`src/include/ctb_pkg.sv`:
```
package ctb_pkg;

	// ****************************************************************
	// Register indices; the byte address is four times the index
	// ****************************************************************
	localparam logic [5:0] IDX_VEC_OUT   = 6'h03;
	localparam logic [5:0] IDX_VEC_LEN   = 6'h04;
	localparam logic [5:0] IDX_CONN_HOLD = 6'h06;
	localparam logic [5:0] IDX_LS_SEND   = 6'h07;
	localparam logic [5:0] IDX_BREAK     = 6'h08;
	localparam logic [5:0] IDX_SIG_TOUT  = 6'h09;
	localparam logic [5:0] IDX_CONF_LEN  = 6'h0b;
	localparam logic [5:0] IDX_SCRUB     = 6'h0c;
	localparam logic [5:0] IDX_NOISE     = 6'h0d;
	localparam logic [5:0] IDX_CONTROL   = 6'h10;
	localparam logic [5:0] IDX_STATUS    = 6'h11;
	localparam logic [5:0] IDX_VEC_IN    = 6'h16;
	localparam logic [5:0] IDX_EVENT     = 6'h17;

	// ****************************************************************
	// Field positions and widths
	// ****************************************************************
	localparam int          PARAM_W        = 16;
	localparam int          LEN_W          = 4;
	localparam int          CT_DIV_W       = 8;
	localparam int          NT_DIV_W       = 2;
	localparam int          CTRL_CT16_BIT  = 0;
	localparam int          CTRL_NT16_BIT  = 1;
	localparam int          STAT_SIG_BIT   = 0;
	localparam int          STAT_NOISE_BIT = 1;
	localparam int          EVT_ERR_BIT    = 0;
	localparam logic [1:0]  ADDR_ALIGN     = 2'h0;

	// ****************************************************************
	// Reset values
	// ****************************************************************
	localparam logic [15:0] PARAM_RESET    = 16'h0000;
	localparam logic [15:0] VEC_RESET      = 16'h0000;
	localparam logic [3:0]  LEN_RESET      = 4'h0;
	localparam logic [31:0] RDATA_NONE     = 32'h0000_0000;

	// ****************************************************************
	// Timing: the timers count in base ticks of 80 ns
	// ****************************************************************
	localparam int CLK_PERIOD_NS = 50;
	localparam int BASE_TICK_NS  = 80;
	localparam int BASE_TICK_CYC = (BASE_TICK_NS + CLK_PERIOD_NS - 1) / CLK_PERIOD_NS;

	// Index of each timing parameter in the parameter array
	localparam int P_CONN_HOLD = 0;
	localparam int P_LS_SEND   = 1;
	localparam int P_BREAK     = 2;
	localparam int P_SIG_TOUT  = 3;
	localparam int P_CONF_LEN  = 4;
	localparam int P_SCRUB     = 5;
	localparam int P_NOISE     = 6;
	localparam int N_PARAMS    = 7;

endpackage

```
`src/rtl/ctb_regs.sv`:
```
// Register access over APB was left to the implementer.
`timescale 1ns/100ps
// Operation
// - Interval timing parameters are 16-bit two's complement counts of 20.48 us.
// - In interval timer test mode those parameters count 80 ns units.
// - Noise limit is a 16-bit two's complement count of 0.32 us.
// - In noise timer test mode the noise limit counts 80 ns units.
// - Software programs all timing registers; each reads back at any time.
// - Minimum connect time register sits at index 06.
// - Minimum line-state transmit time register sits at index 07.
// - Minimum break time register sits at index 08.
// - Signaling timeout register sits at index 09.
// - Link confidence test length register sits at index 0B.
// - Scrub time register sits at index 0C.
// - Noise limit register sits at index 0D.
// - Transmit vector at index 03 is read/write and cleared by reset.
// - Vector write during signaling is dropped and sets the access error flag.
// - Bits go out one at a time: one as Halt, zero as Master.
// - Bit 0 first, ascending, stopping after the programmed length.
// - An accepted vector write sets the signaling-active flag.
// - Length field holds bit count minus one, 0..15 meaning 1..16.
// - Timers load two's complement, count up, expire on reaching zero.
// - While bit n goes out, received bit n is captured, Halt one.
module ctb_regs
	import ctb_pkg::*;
#(
	parameter int TICK_CYC = BASE_TICK_CYC
) (
	// Clock and reset
	input  wire logic        clock_i,
	input  wire logic        arst_n_i,
	// APB slave
	input  wire logic        psel_i,
	input  wire logic        penable_i,
	input  wire logic        pwrite_i,
	input  wire logic [7:0]  paddr_i,
	input  wire logic [31:0] pwdata_i,
	output logic      [31:0] prdata_o,
	output logic             pready_o,
	output logic             pslverr_o,
	// Line state from the receiver, asynchronous
	input  wire logic        rx_halt_i,
	input  wire logic        rx_master_i,
	input  wire logic        line_noise_i,
	// Line state to the transmitter and status
	output logic             tx_halt_o,
	output logic             tx_master_o,
	output logic             signaling_o,
	output logic             noise_expired_o
);

	// ****************************************************************
	// Elaboration checks
	// ****************************************************************
	if (TICK_CYC < 1 || TICK_CYC > 15) begin : g_bad_tick
		$error("ctb_regs: TICK_CYC must lie in 1..15");
	end

	// ****************************************************************
	// State
	// ****************************************************************
	typedef struct packed {
		logic                                 pready;
		logic                                 pslverr;
		logic [31:0]                          prdata;
		logic [PARAM_W-1:0]                   vec_out;
		logic [LEN_W-1:0]                     vec_len;
		logic [PARAM_W-1:0]                   vec_in;
		logic [N_PARAMS-1:0][PARAM_W-1:0]     params;
		logic                                 ct_test;
		logic                                 nt_test;
		logic                                 access_err;
		logic                                 signaling;
		logic [LEN_W-1:0]                     bit_idx;
		logic                                 tx_halt;
		logic                                 tx_master;
		logic [3:0]                           base_cnt;
		logic [PARAM_W-1:0]                   ct_cnt;
		logic [CT_DIV_W-1:0]                  ct_div;
		logic [PARAM_W-1:0]                   nt_cnt;
		logic [NT_DIV_W-1:0]                  nt_div;
		logic                                 nt_run;
		logic                                 noise_expired;
		logic                                 halt_s1;
		logic                                 halt_s2;
		logic                                 master_s1;
		logic                                 master_s2;
		logic                                 noise_s1;
		logic                                 noise_s2;
		logic                                 noise_prev;
	} ctb_state_t;

	ctb_state_t st;
	ctb_state_t next_st;

	// ****************************************************************
	// Bus decode
	// ****************************************************************
	logic [5:0]  idx;
	logic        aligned;
	logic        setup_acc;
	logic        done;
	logic        wr_done;
	logic        rd_done;
	logic        mapped;
	logic [31:0] rd_val;
	logic        base_tick;
	logic        ct_tick;
	logic        ct_expire;
	logic        nt_tick;
	logic        nt_expire;
	logic        vec_wr;
	logic        len_wr;
	logic        noise_rise;

	assign idx       = paddr_i[7:2];
	assign aligned   = (paddr_i[1:0] == ADDR_ALIGN);
	assign setup_acc = psel_i & penable_i & ~st.pready;
	// The write lands on the edge where the master sees pready high
	assign done      = psel_i & penable_i & st.pready;
	assign wr_done   = done & pwrite_i & ~st.pslverr;
	assign rd_done   = done & ~pwrite_i & ~st.pslverr;

	always_comb begin
		mapped = aligned;
		rd_val = RDATA_NONE;
		case (idx)
			IDX_VEC_OUT:   rd_val[PARAM_W-1:0] = st.vec_out;
			IDX_VEC_LEN:   rd_val[LEN_W-1:0]   = st.vec_len;
			IDX_CONN_HOLD: rd_val[PARAM_W-1:0] = st.params[P_CONN_HOLD];
			IDX_LS_SEND:   rd_val[PARAM_W-1:0] = st.params[P_LS_SEND];
			IDX_BREAK:     rd_val[PARAM_W-1:0] = st.params[P_BREAK];
			IDX_SIG_TOUT:  rd_val[PARAM_W-1:0] = st.params[P_SIG_TOUT];
			IDX_CONF_LEN:  rd_val[PARAM_W-1:0] = st.params[P_CONF_LEN];
			IDX_SCRUB:     rd_val[PARAM_W-1:0] = st.params[P_SCRUB];
			IDX_NOISE:     rd_val[PARAM_W-1:0] = st.params[P_NOISE];
			IDX_CONTROL: begin
				rd_val[CTRL_CT16_BIT] = st.ct_test;
				rd_val[CTRL_NT16_BIT] = st.nt_test;
			end
			IDX_STATUS: begin
				rd_val[STAT_SIG_BIT]   = st.signaling;
				rd_val[STAT_NOISE_BIT] = st.nt_run;
			end
			IDX_VEC_IN:    rd_val[PARAM_W-1:0] = st.vec_in;
			IDX_EVENT:     rd_val[EVT_ERR_BIT] = st.access_err;
			default:       mapped = 1'b0;
		endcase
		if (!aligned) begin
			rd_val = RDATA_NONE;
		end
	end

	// ****************************************************************
	// Timer ticks
	// ****************************************************************
	// The clock is not a multiple of 80 ns, so each base tick is rounded up
	assign base_tick = (st.base_cnt == 4'(TICK_CYC - 1));
	// Test mode bypasses the divider: one count per base tick
	assign ct_tick   = base_tick & (st.ct_test | (&st.ct_div));
	assign ct_expire = st.signaling & ct_tick & (&st.ct_cnt);
	assign nt_tick   = base_tick & (st.nt_test | (&st.nt_div));
	assign nt_expire = st.nt_run & nt_tick & (&st.nt_cnt);

	assign vec_wr     = wr_done & (idx == IDX_VEC_OUT);
	assign len_wr     = wr_done & (idx == IDX_VEC_LEN);
	assign noise_rise = st.noise_s2 & ~st.noise_prev;

	// ****************************************************************
	// Next state
	// ****************************************************************
	always_comb begin
		next_st = st;

		// Synchronisers: first stage feeds only the second
		next_st.halt_s1    = rx_halt_i;
		next_st.halt_s2    = st.halt_s1;
		next_st.master_s1  = rx_master_i;
		next_st.master_s2  = st.master_s1;
		next_st.noise_s1   = line_noise_i;
		next_st.noise_s2   = st.noise_s1;
		next_st.noise_prev = st.noise_s2;

		// Bus answer: one wait state, then pready for one cycle
		next_st.pready  = setup_acc;
		next_st.pslverr = setup_acc & ~mapped;
		next_st.prdata  = setup_acc ? rd_val : RDATA_NONE;

		// Base tick prescaler
		next_st.base_cnt = base_tick ? 4'h0 : st.base_cnt + 4'h1;

		// Software writes
		if (wr_done) begin
			case (idx)
				IDX_CONN_HOLD: next_st.params[P_CONN_HOLD] = pwdata_i[PARAM_W-1:0];
				IDX_LS_SEND:   next_st.params[P_LS_SEND]   = pwdata_i[PARAM_W-1:0];
				IDX_BREAK:     next_st.params[P_BREAK]     = pwdata_i[PARAM_W-1:0];
				IDX_SIG_TOUT:  next_st.params[P_SIG_TOUT]  = pwdata_i[PARAM_W-1:0];
				IDX_CONF_LEN:  next_st.params[P_CONF_LEN]  = pwdata_i[PARAM_W-1:0];
				IDX_SCRUB:     next_st.params[P_SCRUB]     = pwdata_i[PARAM_W-1:0];
				IDX_NOISE:     next_st.params[P_NOISE]     = pwdata_i[PARAM_W-1:0];
				IDX_CONTROL: begin
					next_st.ct_test = pwdata_i[CTRL_CT16_BIT];
					next_st.nt_test = pwdata_i[CTRL_NT16_BIT];
				end
				default: begin
				end
			endcase
		end

		// Event register clears on read; a fresh error in the same edge wins
		if (rd_done && idx == IDX_EVENT) begin
			next_st.access_err = 1'b0;
		end

		// Vector length: refused while signaling, like the vector itself
		if (len_wr) begin
			if (st.signaling) begin
				next_st.access_err = 1'b1;
			end else begin
				next_st.vec_len = pwdata_i[LEN_W-1:0];
			end
		end

		// ************************************************************
		// Bit signaling
		// ************************************************************
		// A refused write only flags the error, so the running bit timer never stalls
		if (vec_wr && st.signaling) begin
			next_st.access_err = 1'b1;
		end
		if (vec_wr && !st.signaling) begin
			// Length must already be programmed: signaling starts now
			next_st.vec_out   = pwdata_i[PARAM_W-1:0];
			next_st.signaling = 1'b1;
			next_st.bit_idx   = LEN_RESET;
			next_st.tx_halt   = pwdata_i[0];
			next_st.tx_master = ~pwdata_i[0];
			next_st.ct_cnt    = st.params[P_LS_SEND];
			next_st.ct_div    = '0;
		end else if (st.signaling) begin
			if (ct_tick) begin
				next_st.ct_cnt = st.ct_cnt + 16'h0001;
			end
			if (base_tick) begin
				next_st.ct_div = st.ct_div + 8'h01;
			end
			if (ct_expire) begin
				// Only a clean Halt counts as one; Master or a torn state reads as zero
				next_st.vec_in[st.bit_idx] = st.halt_s2 & ~st.master_s2;
				next_st.ct_cnt = st.params[P_LS_SEND];
				next_st.ct_div = '0;
				if (st.bit_idx == st.vec_len) begin
					// Last bit sent: drop signaling and release the line
					next_st.signaling = 1'b0;
					next_st.tx_halt   = 1'b0;
					next_st.tx_master = 1'b0;
				end else begin
					next_st.bit_idx   = st.bit_idx + 4'h1;
					next_st.tx_halt   = st.vec_out[st.bit_idx + 4'h1];
					next_st.tx_master = ~st.vec_out[st.bit_idx + 4'h1];
				end
			end
		end

		// ************************************************************
		// Noise duration timer
		// ************************************************************
		next_st.noise_expired = nt_expire;
		if (noise_rise) begin
			next_st.nt_run = 1'b1;
			next_st.nt_cnt = st.params[P_NOISE];
			next_st.nt_div = '0;
		end else if (!st.noise_s2 || nt_expire) begin
			next_st.nt_run = 1'b0;
		end else if (st.nt_run) begin
			if (nt_tick) begin
				next_st.nt_cnt = st.nt_cnt + 16'h0001;
			end
			if (base_tick) begin
				next_st.nt_div = st.nt_div + 2'h1;
			end
		end
	end

	// ****************************************************************
	// Registers
	// ****************************************************************
	always_ff @(posedge clock_i or negedge arst_n_i) begin
		if (!arst_n_i) begin
			st <= '0;
		end else begin
			st <= next_st;
		end
	end

	assign prdata_o        = st.prdata;
	assign pready_o        = st.pready;
	assign pslverr_o       = st.pslverr;
	assign tx_halt_o       = st.tx_halt;
	assign tx_master_o     = st.tx_master;
	assign signaling_o     = st.signaling;
	assign noise_expired_o = st.noise_expired;

endmodule

```
`config.mk`:
```
export PLATFORM = sky130hd
export DESIGN_NAME = ctb_regs
export DESIGN_NICKNAME = d
export VERILOG_FILES = /design/src/include/ctb_pkg.sv /design/src/rtl/ctb_regs.sv
export SDC_FILE = /design/constraint.sdc
export NUM_CORES = 1
export LEC_CHECK = 0
export BUFFER_PORTS_ARGS = -buffer_cell sky130_fd_sc_hd__buf_2
export CAP_MARGIN = 10
export CORE_ASPECT_RATIO = 1.25
export CORE_MARGIN = 2
export CORE_UTILIZATION = 55
export CTS_CLUSTER_DIAMETER = 80
export DETAILED_ROUTE_END_ITERATION = 6
export PLACE_DENSITY = 0.77
export SYNTH_ARGS = -nofsm -noshare
export SYNTH_HDL_FRONTEND = slang
export SYNTH_SLANG_ARGS = --single-unit
```
`constraint.sdc`:
```
create_clock -name clock_i -period 2.37 [get_ports clock_i]
set_input_delay 0.237 -clock clock_i [delete_from_list [all_inputs] [get_ports clock_i]]
set_output_delay 0.237 -clock clock_i [all_outputs]
set_load 0.02 [all_outputs]
```
== After elaboration in Yosys (flattened, before gate mapping) ==
Index checks and enable logic that the tools add are counted.
Operators by class
  equality and inequality tests: 17
  $add $sub $neg: 6
  bitwise logic cells: 30
  magnitude comparators: 3
  reduce and logical (&&, ||, !) cells: 37
  multiplexer cells: 34
Operator list (number)
  12-bit one-hot mux with 9 select lines: 1
  24-bit 2-to-1 mux: 3
  16-bit 2-to-1 mux: 3
  18-bit 2-to-1 mux: 2
  16-bit by 1-bit adder with 16-bit output (second input constant): 2
  32-bit 2-to-1 mux: 1
  16-bit AND reduction: 2
  6-bit by 4-bit == test with 1-bit output (second input constant): 5
  2-bit AND reduction: 13
  6-bit by 5-bit == test with 1-bit output (second input constant): 4
  7-bit 2-to-1 mux: 3
  2-bit one-hot mux with 10 select lines: 1
  19-bit 2-to-1 mux: 1
  1-bit AND: 18
  6-bit by 3-bit == test with 1-bit output (second input constant): 3
  16-bit bitwise mux: 1
  1-bit one-hot mux with 13 select lines: 1
  13-bit OR reduction: 1
  1-bit one-hot mux with 12 select lines: 1
  3-bit AND reduction: 4
  2-bit nonzero test: 6
  4-bit by 5-bit less-than comparator with 1-bit output (second input constant): 2
  1-bit inverter: 10
  1-bit 2-to-1 mux: 9
  20 further kinds: 30
Storage, ports and cells
  logic and storage cells: 161
  bits in registers: 247
  input bits: 48
  output and inout bits: 38

== Depth between registers and ports, before layout ==
Gate-level depths: netlist of run 1.
  depth in word-level cells: 9
  mapped depth: 9
  depth with buffers taken out: 7

== Worst setup path after synthesis of run 1 ==
OpenSTA, ideal clock, no wires.
  path type: register to register
  start point: reg st[35] (netlist bit)
  end point: reg st[59] (netlist bit)
  arrival: 2.342 ns
  data required time: 2.301 ns
  setup slack: -0.041 ns
  clock period less this slack: 2.411 ns
  buffers on the path: 2
  stages on the path, launching flop included: 9
  setup time: 0.069 ns
  cell sequence: dfrtp_1 -> ha_1 -> nand4_1 -> or4_1 -> buf_2 -> or4_1 -> clkbuf_2 -> or3b_1 -> nand3_1
On the way
  word-level cells in the longest chain between the ends: 4
Ends and longest elaborated chain
  from (decl): line ctb_regs.sv:93  | ctb_state_t st;
  from (signal assigned): line ctb_regs.sv:293  | st <= next_st;
  16-bit AND reduction: line ctb_regs.sv:161  | assign ct_expire = st.signaling & ct_tick & (&st.ct_cnt);
  1-bit AND: line ctb_regs.sv:161
  2-bit nonzero test (no line)
  3-bit AND reduction (no line)
No other way between the ends.
A chain may end at the register's enable or synchronous reset.

== Worst setup path after layout of run 1 ==
  start point: reg st[52] (netlist bit)
  end point: reg st[191] (netlist bit)
On the way
  word-level cells in the longest chain between the ends: 5
Ends and longest elaborated chain
  4-bit by 1-bit == test with 1-bit output: line ctb_regs.sv:158  | assign base_tick = (st.base_cnt == 4'(TICK_CYC - 1));
  1-bit AND: line ctb_regs.sv:160  | assign ct_tick = base_tick & (st.ct_test | (&st.ct_div));
  1-bit AND (2 in series): line ctb_regs.sv:161
  3-bit AND reduction (no line)
No other way between the ends.

==> results of run 1 <==
area by class of cell:
type	instances	area, um2
Fill cell	1567	7212
Clock inverter	8	122.6
Sequential cell	231	5781
Antenna cell	2	5.005
Inverter	10	37.54
Multi-Input combinational cell	672	4975
Clock buffer	31	625.6
Tap cell	270	337.8
Timing Repair Buffer	127	933.4
final timing paths:
path	slack (ns)	end	cells past startpoint	from
setup / recovery	0.15	st[191]$_DFFE_PN0P_	8	st[52]$_DFF_PN0_
hold / removal	0.02	st[203]$_DFFE_PN0P_	3	pwdata_i[6]
setup reg to reg	0.15	st[191]$_DFFE_PN0P_	8	st[52]$_DFF_PN0_
hold reg to reg	0.35	st[5]$_DFF_PN0_	0	next_st[5]$_DFF_PN0_
max in group asynchronous	1.30	st[71]$_DFFE_PN0P_	3	arst_n_i
min in group asynchronous	0.25	st[146]$_DFFE_PN0P_	2	arst_n_i
cell families (layout without fill, tap and decap cells):
family	Yosys count	count (layout)	share of synthesized area
other	1	18	0.0003349
multiplexers	142	142	0.1464
AND/OR/NAND/NOR	287	287	0.1341
flip-flops	231	231	0.5162
XOR/XNOR	17	17	0.01330
AO/OA/AOI/OAI	202	202	0.1360
adder cells (fa/ha/maj)	8	8	0.008939
buffers and inverters	95	176	0.04480
cell usage after synthesis (6+ instances only):
| cell type | count | area, um2 |
|---|---|---|
| o21ai_0 | 22 | 110.1 |
| a222oi_1 | 13 | 130.1 |
| and2_1 | 12 | 75.07 |
| nand2_1 | 95 | 356.6 |
| nor4_1 | 6 | 37.54 |
| a22oi_1 | 32 | 240.2 |
| and4_1 | 9 | 78.83 |
| inv_1 | 10 | 37.54 |
| or4_1 | 8 | 60.06 |
| clkbuf_1 | 33 | 123.9 |
| nor2b_1 | 11 | 68.82 |
| xor2_1 | 11 | 96.34 |
| xnor2_1 | 6 | 52.55 |
| dfrtp_1 | 231 | 5781 |
| ha_1 | 8 | 100.1 |
| and3_1 | 9 | 56.30 |
| buf_4 | 34 | 255.2 |
| nor3_1 | 12 | 60.06 |
| a22o_1 | 14 | 122.6 |
| nor2_1 | 40 | 150.1 |
| mux2_2 | 134 | 1509 |
| a32oi_1 | 10 | 87.58 |
| a31oi_1 | 17 | 106.4 |
| buf_2 | 12 | 60.06 |
| nand3_1 | 39 | 195.2 |
| nand4_1 | 16 | 100.1 |
| a211oi_1 | 13 | 97.59 |
| a21oi_1 | 18 | 90.09 |
| a221oi_1 | 12 | 105.1 |
power by group:
| part | internal [uW] | leakage (uW) | switching (uW) |
|---|---|---|---|
| clock | 2180 | 0.000368 | 1510 |
| combinational | 145 | 0.00259 | 284 |
| sequential | 4010 | 0.00312 | 60.6 |
| total | 6330 | 0.00608 | 1860 |
registers in the layout, indices dropped and copies added (netlist names):
name and cells:
next_st 4, noise_expired_o 1, prdata_o 16, pready_o 1, pslverr_o 1, signaling_o 1
st 205, tx_halt_o 1, tx_master_o 1
worst max-delay path, stage by stage, from the launching register on:
cell     delay (ns)
dfrtp_1        0.43
nor4b_2        0.31
buf_4          0.18
nand2_1        0.07
buf_4          0.18
nor4_4         0.32
buf_12         0.19
nand4_1        0.13
mux2_2         0.30
routing by layer:
metal | track usage | up-vias | share of wire
met3 | 0.03352 | 84 | 0.054
met2 | 0.4867 | 347 | 0.51
met4 | 0.1092 | 0 | 0.034
met1 | 0.3463 | 4393 | 0.40
met5 | 0 | - | 0
li1 | - | 3816 | -
stage by stage:
| step | cells | setup slack [ns] | total power, uW |
|---|---|---|---|
| after global routing | 1350 | 0.01642 | 8447 |
| after CTS | 1349 | 0.1392 | 8234 |
| final | 1351 | 0.1456 | 8188 |
| after floorplan | 998 | 0.08745 | 4339 |
| after global placement | 1304 | 0.2081 | 4544 |
| after detailed placement | 1304 | 0.1623 | 4555 |
==> impl_metrics.tcl, run 1 <==
set metrics [dict create \
    status "finished clean" \
    maxCapViolCount 0 \
    place_area_um2 12000 \
    p_leak_uw 0.006081 \
    syn_area_um2 11200 \
    dr.pass1.iters 7 \
    skew_ns 0.006730 \
    rsz0062_at_grt "false" \
    cts_resized 0 \
    setup_violations 0 \
    crit_path_start_kind "register" \
    syn_inst 983 \
    synth_edf_count 0 \
    die_w_um 131.6 \
    final_hold_viol_count 0 \
    grt_pass1_vias 8747 \
    clock_latency_ns 0.52 \
    drt_iter0_drc 738 \
    place.gp.congestion 0.9643 \
    num_rows 58 \
    fmax_ghz 0.4496 \
    fin_setup_tns_ns 0 \
    synth_seq_area_share 0.5162 \
    synthArstFlopShare 1.000 \
    initial_utilization 0.5591 \
    fin_crit_ns 2.224 \
    cts_setup_buffers 0 \
    dp_hpwl_mm 20.41 \
    drt-total-wl_mm 29.37 \
    io_pins 86 \
    cp.arrival_ns 2.63 \
    drive_above_1_share 0.2808 \
    synthFlopType "dfrtp_1" \
    crit_type "register to register" \
    layout_commonest_cell "dfrtp_1" \
    layout.nets 1121 \
    clk_path_buf_depth 3 \
    port_buffers 53 \
    cts_made_buffers 23 \
    report.final.slew_viol_count 0 \
    design.die.area_um2 21520 \
    htreeDepth 1 \
    slew_headroom 0.4766 \
    cts_root_buffer "clkbuf_16" \
    hold_class "primary input to register" \
    vias 8640 \
    core_area_um2 20030 \
    period_share 0.9386 \
    grt_max_degree 66 \
    cts_hold_buf 6 \
    antenna_found_initial 1 \
    end_kind "register" \
    cp.required_ns 2.77 \
    finalInstanceArea_um2 12820 \
    wl_per_cell_um 21.74 \
    fin_hold_ws_ns 0.01914 \
    die_h_um 163.5 \
    detail-route-antenna-nets 0 \
    mostFrequentLayoutCells "231 x dfrtp_1, 134 x mux2_2, 95 x nand2_1" \
    grt_pass1_wl_mm 46.94 \
    yosys_warnings 0 \
    synth_seq_cells 231 \
    drc 0 \
    grt_util_all_layers 0.2752 \
    worst_pin_slew_ns 0.7852 \
    path_clk_slew_ns 0.06 \
    numClockSinks 231 \
    worst-path-max-fanout 19 \
    vias_per_cell 6.395 \
    peakVddDrop_mv 0.4451 \
    syn_avg_cell_area_um2 11.39 \
    tritoncts "done" \
    p_per_area_nw_per_um2 638.9 \
    grt_overflow 0 \
    syn_to_final_growth_pct 14.46 \
    synthDistinctLibCells 73 \
    postLayoutCoreUtil 0.6399 \
]
Power figures use the tool's default switching activity.
==> inputs of run 2 (changes only) <==
--- a/config.mk
+++ b/config.mk
@@ -10,6 +10,7 @@
 export CORE_ASPECT_RATIO = 1.25
 export CORE_MARGIN = 2
 export CORE_UTILIZATION = 55
+export CTS_BUF_LIST = sky130_fd_sc_hd__clkbuf_16
 export CTS_CLUSTER_DIAMETER = 80
 export DETAILED_ROUTE_END_ITERATION = 6
 export PLACE_DENSITY = 0.77
==> impl_metrics.tcl, run 2 (synthesized netlist as in run 1, its figures left out) <==
set metrics [dict create \
    status "finished clean" \
    cts_resized 0 \
    num_rows 58 \
    end_kind "register" \
    crit_path_start_kind "register" \
    p_leak_uw 0.006094 \
    cts_setup_buffers 0 \
    cts_root_buffer "clkbuf_16" \
    grt_util_all_layers 0.2751 \
    wl_per_cell_um 21.64 \
    layout.nets 1121 \
    numClockSinks 231 \
    p_sw_uw 1850 \
    path_cells "nor4b_2 -> buf_4 -> nand2_1 -> buf_4 -> nor4_4 -> buf_12 -> nand4_1 -> mux2_2" \
    hold_class "primary input to register" \
    grt_overflow 0 \
    htreeDepth 1 \
    place_area_um2 12000 \
    finalInstanceArea_um2 12800 \
    layout_commonest_cell "dfrtp_1" \
    p_per_area_nw_per_um2 632.0 \
    final_hold_viol_count 0 \
    grt_max_degree 66 \
    rrSetupSlack_ns 0.14 \
    worst-path-max-fanout 19 \
    io_pins 86 \
    peakVddDrop_mv 0.4386 \
    cts_hold_buf 6 \
    antenna_found_initial 1 \
    setup_violations 0 \
    slew_headroom 0.4991 \
    finalNonFillerCells 1351 \
    fmax_ghz 0.4494 \
    die_w_um 131.6 \
    vias_per_cell 6.334 \
    power_frac_comb 0.053 \
    path_clk_slew_ns 0.06 \
    dp_hpwl_mm 20.41 \
    detail-route-antenna-nets 0 \
    drt-total-wl_mm 29.23 \
    path_common_cell "buf_4" \
    crit_slowest_cell "dfrtp_1" \
    dr.pass1.iters 5 \
    mostFrequentLayoutCells "231 x dfrtp_1, 134 x mux2_2, 95 x nand2_1" \
    design.die.area_um2 21520 \
    clock_latency_ns 0.52 \
    largest_register_ffs 205 \
    crit_type "register to register" \
    clk_path_buf_depth 3 \
    report.final.slew_viol_count 0 \
    nFillCells 1571 \
    cp.required_ns 2.77 \
    rsz0062_at_grt "false" \
    sw_frac_of_total 0.2287 \
    tritoncts "done" \
    seqPwrFrac 0.503 \
    slowest_delay_ns 0.43 \
    clock_power_share 0.444 \
    dp_cells 1304 \
    initial_utilization 0.5591 \
    grt_pass1_wl_mm 46.93 \
    fin_crit_ns 2.225 \
    syn_to_final_growth_pct 14.28 \
    place.gp.congestion 0.9643 \
    cts_made_buffers 23 \
    regMostFlops "st" \
    drt_iter0_drc 687 \
    use_met2 0.4860 \
    skew_ns 0.006166 \
    die_h_um 163.5 \
    p_int_uw 6238 \
    fin_setup_tns_ns 0 \
    drive_above_1_share 0.2790 \
    cp.arrival_ns 2.63 \
    multi_input_area_um2 4975 \
    port_buffers 53 \
    seq_area_um2 5781 \
    grt_pass1_vias 8756 \
    core_area_um2 20030 \
    period_share 0.9389 \
    grt_util_met1 0.3440 \
    drc 0 \
    grtUsageMet3 0.03631 \
    vias 8557 \
    maxCapViolCount 0 \
    total_power_uw 8088 \
    worst_pin_slew_ns 0.7513 \
    busiest_layer "met2" \
]
==> run 2: worst max-delay path, delay by kind of cell, from the launching register on <==
family,cells,cell delay [ns]
flip-flops,1,0.43
multiplexers,1,0.30
AND/OR/NAND/NOR,4,0.83
buffers and inverters,3,0.55
==> run 2: path summary, 6_finish.rpt <==
kind / startpoint / to / depth (start not counted)
min in group asynchronous: arst_n_i / st[146]$_DFFE_PN0P_ / 2
setup reg to reg: st[52]$_DFF_PN0_ / st[191]$_DFFE_PN0P_ / 8
setup / recovery: st[52]$_DFF_PN0_ / st[191]$_DFFE_PN0P_ / 8
hold reg to reg: next_st[5]$_DFF_PN0_ / st[5]$_DFF_PN0_ / 0
hold / removal: pwdata_i[14] / st[211]$_DFFE_PN0P_ / 3
max in group asynchronous: arst_n_i / st[71]$_DFFE_PN0P_ / 3
==> run 2: power by group through the flow <==
stage	registers [uW]	logic, uW	clock network, uW
CTS	4060	429	3640
floorplan	4130	212	0
global route	4070	476	3810
finish	4070	428	3590
global placement	4130	410	0
detailed placement	4140	419	0
==> run 2: through the flow <==
| step | util | hold WS (ns) | setup slack [ns] |
|---|---|---|---|
| finish | 0.6389 | 0.02462 | 0.1448 |
| global route | 0.6388 | 0.02295 | 0.01574 |
| CTS | 0.6387 | 0.003588 | 0.1390 |
| detailed placement | 0.5993 | 0.2073 | 0.1623 |
| global placement | 0.5993 | 0.2051 | 0.2081 |
| floorplan | - | -0.05859 | 0.08745 |
==> run 2: layer usage <==
| metal | wire length (um) | part of all wire | vias to the layer above |
|---|---|---|---|
| li1 | - | - | 3823 |
| met5 | 0 | 0 | - |
| met2 | 15020 | 0.51 | 294 |
| met4 | 959 | 0.033 | 0 |
| met3 | 1495 | 0.051 | 67 |
| met1 | 11750 | 0.40 | 4373 |
==> run 2: cell type report <==
class                   count  area share
clock inverters            16     0.01193
inverters                  10    0.002933
well taps                 270     0.02640
diodes                      2   0.0003911
repair buffers            127     0.07294
multi-input cells         672      0.3887
flip-flops and latches    231      0.4517
clock buffers              23     0.04497
==> inputs of run 3 (changes only) <==
--- a/config.mk
+++ b/config.mk
@@ -13,7 +13,8 @@
 export CTS_BUF_LIST = sky130_fd_sc_hd__clkbuf_16
 export CTS_CLUSTER_DIAMETER = 80
 export DETAILED_ROUTE_END_ITERATION = 6
-export PLACE_DENSITY = 0.77
+export MAX_ROUTING_LAYER = met4
+export PLACE_DENSITY = 0.74
 export SYNTH_ARGS = -nofsm -noshare
 export SYNTH_HDL_FRONTEND = slang
 export SYNTH_SLANG_ARGS = --single-unit
==> constraint.sdc (replaced) <==
create_clock -name clock_i -period 2.76 [get_ports clock_i]
set_input_delay 0.276 -clock clock_i [delete_from_list [all_inputs] [get_ports clock_i]]
set_output_delay 0.276 -clock clock_i [all_outputs]
set_load 0.02 [all_outputs]
==> impl_metrics.tcl, run 3 (synthesized netlist as in run 1, its figures left out) <==
set metrics [dict create \
    sw_frac_of_total 0.2383 \
    worst_pin_slew_ns 0.8700 \
    crit_slowest_cell "or4_1" \
    finalNonFillerCells 1332 \
    fin_ws_ns 0.3059 \
    worst-path-max-fanout 7 \
    seqPwrFrac 0.499 \
    p_sw_uw 1671 \
    cp.arrival_ns 2.91 \
    hp-start "paddr_i[1]" \
    clock_latency_ns 0.52 \
    r2r_start "st[35]$_DFFE_PN0P_" \
    cts_root_buffer "clkbuf_16" \
    htreeDepth 1 \
    hold_class "primary input to register" \
    final_hold_viol_count 0 \
    drt-total-wl_mm 28.16 \
    crit_path_start_kind "register" \
    dp_cells 1282 \
    fin_crit_ns 2.454 \
    path_clk_slew_ns 0.06 \
    maxCapViolCount 0 \
    grt_max_degree 70 \
    fmax_ghz 0.4075 \
    tritoncts "done" \
    finalInstanceArea_um2 12600 \
    cts_made_buffers 24 \
    grt_pass1_vias 8397 \
    drive_above_1_share 0.2702 \
    diodes 0 \
    dr.pass1.iters 5 \
    hold_depth 4 \
    grt_util_all_layers 0.2754 \
    layout_commonest_cell "dfrtp_1" \
    numClockSinks 231 \
    design.die.area_um2 21520 \
    antenna_found_initial 0 \
    vias_per_cell 6.319 \
    status "finished clean" \
    p_int_uw 5340 \
    rr_endpoint "st[59]$_DFFE_PN0P_" \
    cts_resized 0 \
    rsz0062_at_grt "false" \
    core_area_um2 20030 \
    drc 0 \
    place.gp.congestion 0.9050 \
    vias 8417 \
    fin_setup_tns_ns 0 \
    io_pins 86 \
    setup_violations 0 \
    cp.required_ns 3.22 \
    syn_to_final_growth_pct 12.56 \
    rrSetupSlack_ns 0.31 \
    layout.nets 1100 \
    slew_headroom 0.4173 \
    report.final.slew_viol_count 0 \
    regMostFlops "st" \
    port_buffers 53 \
    grt_pass1_wl_mm 45.95 \
    die_h_um 163.5 \
    clk_path_buf_depth 3 \
    detail-route-antenna-nets 0 \
    power_frac_comb 0.050 \
    largest_register_ffs 205 \
    skew_ns 0.01287 \
    initial_utilization 0.5591 \
    slowest_delay_ns 0.58 \
    p_per_area_nw_per_um2 556.3 \
    drt_iter0_drc 924 \
    r2r_cells 6 \
    num_rows 58 \
    clock_power_share 0.451 \
    pre_cts_ws_ns 0.3428 \
    peakVddDrop_mv 0.4485 \
    die_w_um 131.6 \
    period_share 0.8892 \
    nFillCells 1618 \
    place_area_um2 11770 \
    end_kind "register" \
    cp_num_buf_inv 0 \
    p_leak_uw 0.005980 \
    path_cells "ha_1 -> nand4_1 -> or4_1 -> or4_1 -> or3b_1 -> nand3_1" \
    grt_overflow 0 \
    path_common_cell "or4_1" \
    dp_hpwl_mm 19.76 \
    mostFrequentLayoutCells "231 x dfrtp_1, 134 x mux2_2, 95 x nand2_1" \
    crit_family "simple AND/OR/NAND/NOR gates" \
    wl_per_cell_um 21.14 \
    crit_type "register to register" \
    holdPathEnd "prdata_o[0]$_DFF_PN0_" \
    postLayoutCoreUtil 0.6293 \
]
-- run 3: cell types whose count changed in the layout (fill, tap and decap cells not counted), sizes merged --
cell,change
buf,-22
bufinv,-1
clkbuf,+1
clkinv,+6
clkinvlp,+4
diode,-2
inv,-5
-- run 3: worst max-delay path by stage --
stage                             startpoint                  to  slack (ns)  cells past startpoint
after floorplan           st[35]$_DFFE_PN0P_  st[59]$_DFFE_PN0P_        0.35                      8
after global placement    st[35]$_DFFE_PN0P_  st[59]$_DFFE_PN0P_        0.38                      6
after detailed placement  st[35]$_DFFE_PN0P_  st[59]$_DFFE_PN0P_        0.34                      6
after CTS                 st[35]$_DFFE_PN0P_  st[59]$_DFFE_PN0P_        0.32                      6
after global routing      st[35]$_DFFE_PN0P_  st[59]$_DFFE_PN0P_        0.17                      6
final                     st[35]$_DFFE_PN0P_  st[59]$_DFFE_PN0P_        0.31                      6
-- run 3: layer usage --
| layer | track usage | wire length (um) |
|---|---|---|
| met3 | 0.03414 | 1720 |
| met1 | 0.3555 | 11580 |
| met2 | 0.4550 | 14010 |
| met5 | - | 0 |
| met4 | 0.09437 | 853 |
-- run 3: metrics by stage --
step	power, uW	hold slack, ns
2_1_floorplan	3726	-0.01959
3_3_place_gp	3892	0.2783
3_5_place_dp	3899	0.2771
4_1_cts	7040	0.04347
5_1_grt	7233	0.06547
6_report	7011	0.05120
-- run 3: final cells by class --
class                   instances  area (um2)  share of cell area
well taps                     270       337.8             0.02680
clock buffers                  24       600.6             0.04765
inverters                      10       37.54            0.002978
repair buffers                105       705.7             0.05599
multi-input cells             672        4972              0.3945
flip-flops and latches        231        5781              0.4586
clock inverters                20       170.2             0.01350
-- run 3: repair_timing --
item / in CTS / in global routing
buffers inserted: 0 / 0
hold buffers: 6 / 0
hold endpoints to repair: 69 / 0
-- run 3: worst register-to-register path: cells and delay by family, from the launching register on --
| kind | cells | cell delay (ns) |
|---|---|---|
| AND/OR/NAND/NOR | 5 | 1.77 |
| flip-flops | 1 | 0.39 |
| adder cells (fa/ha/maj) | 1 | 0.24 |
-- run 3: power by group through the flow --
stage               clock [uW]  combinational (uW)  sequential (uW)
floorplan                    0                 182             3540
global placement             0                 335             3560
detailed placement           0                 340             3560
CTS                       3190                 350             3500
global route              3340                 388             3500
finish                    3160                 347             3500
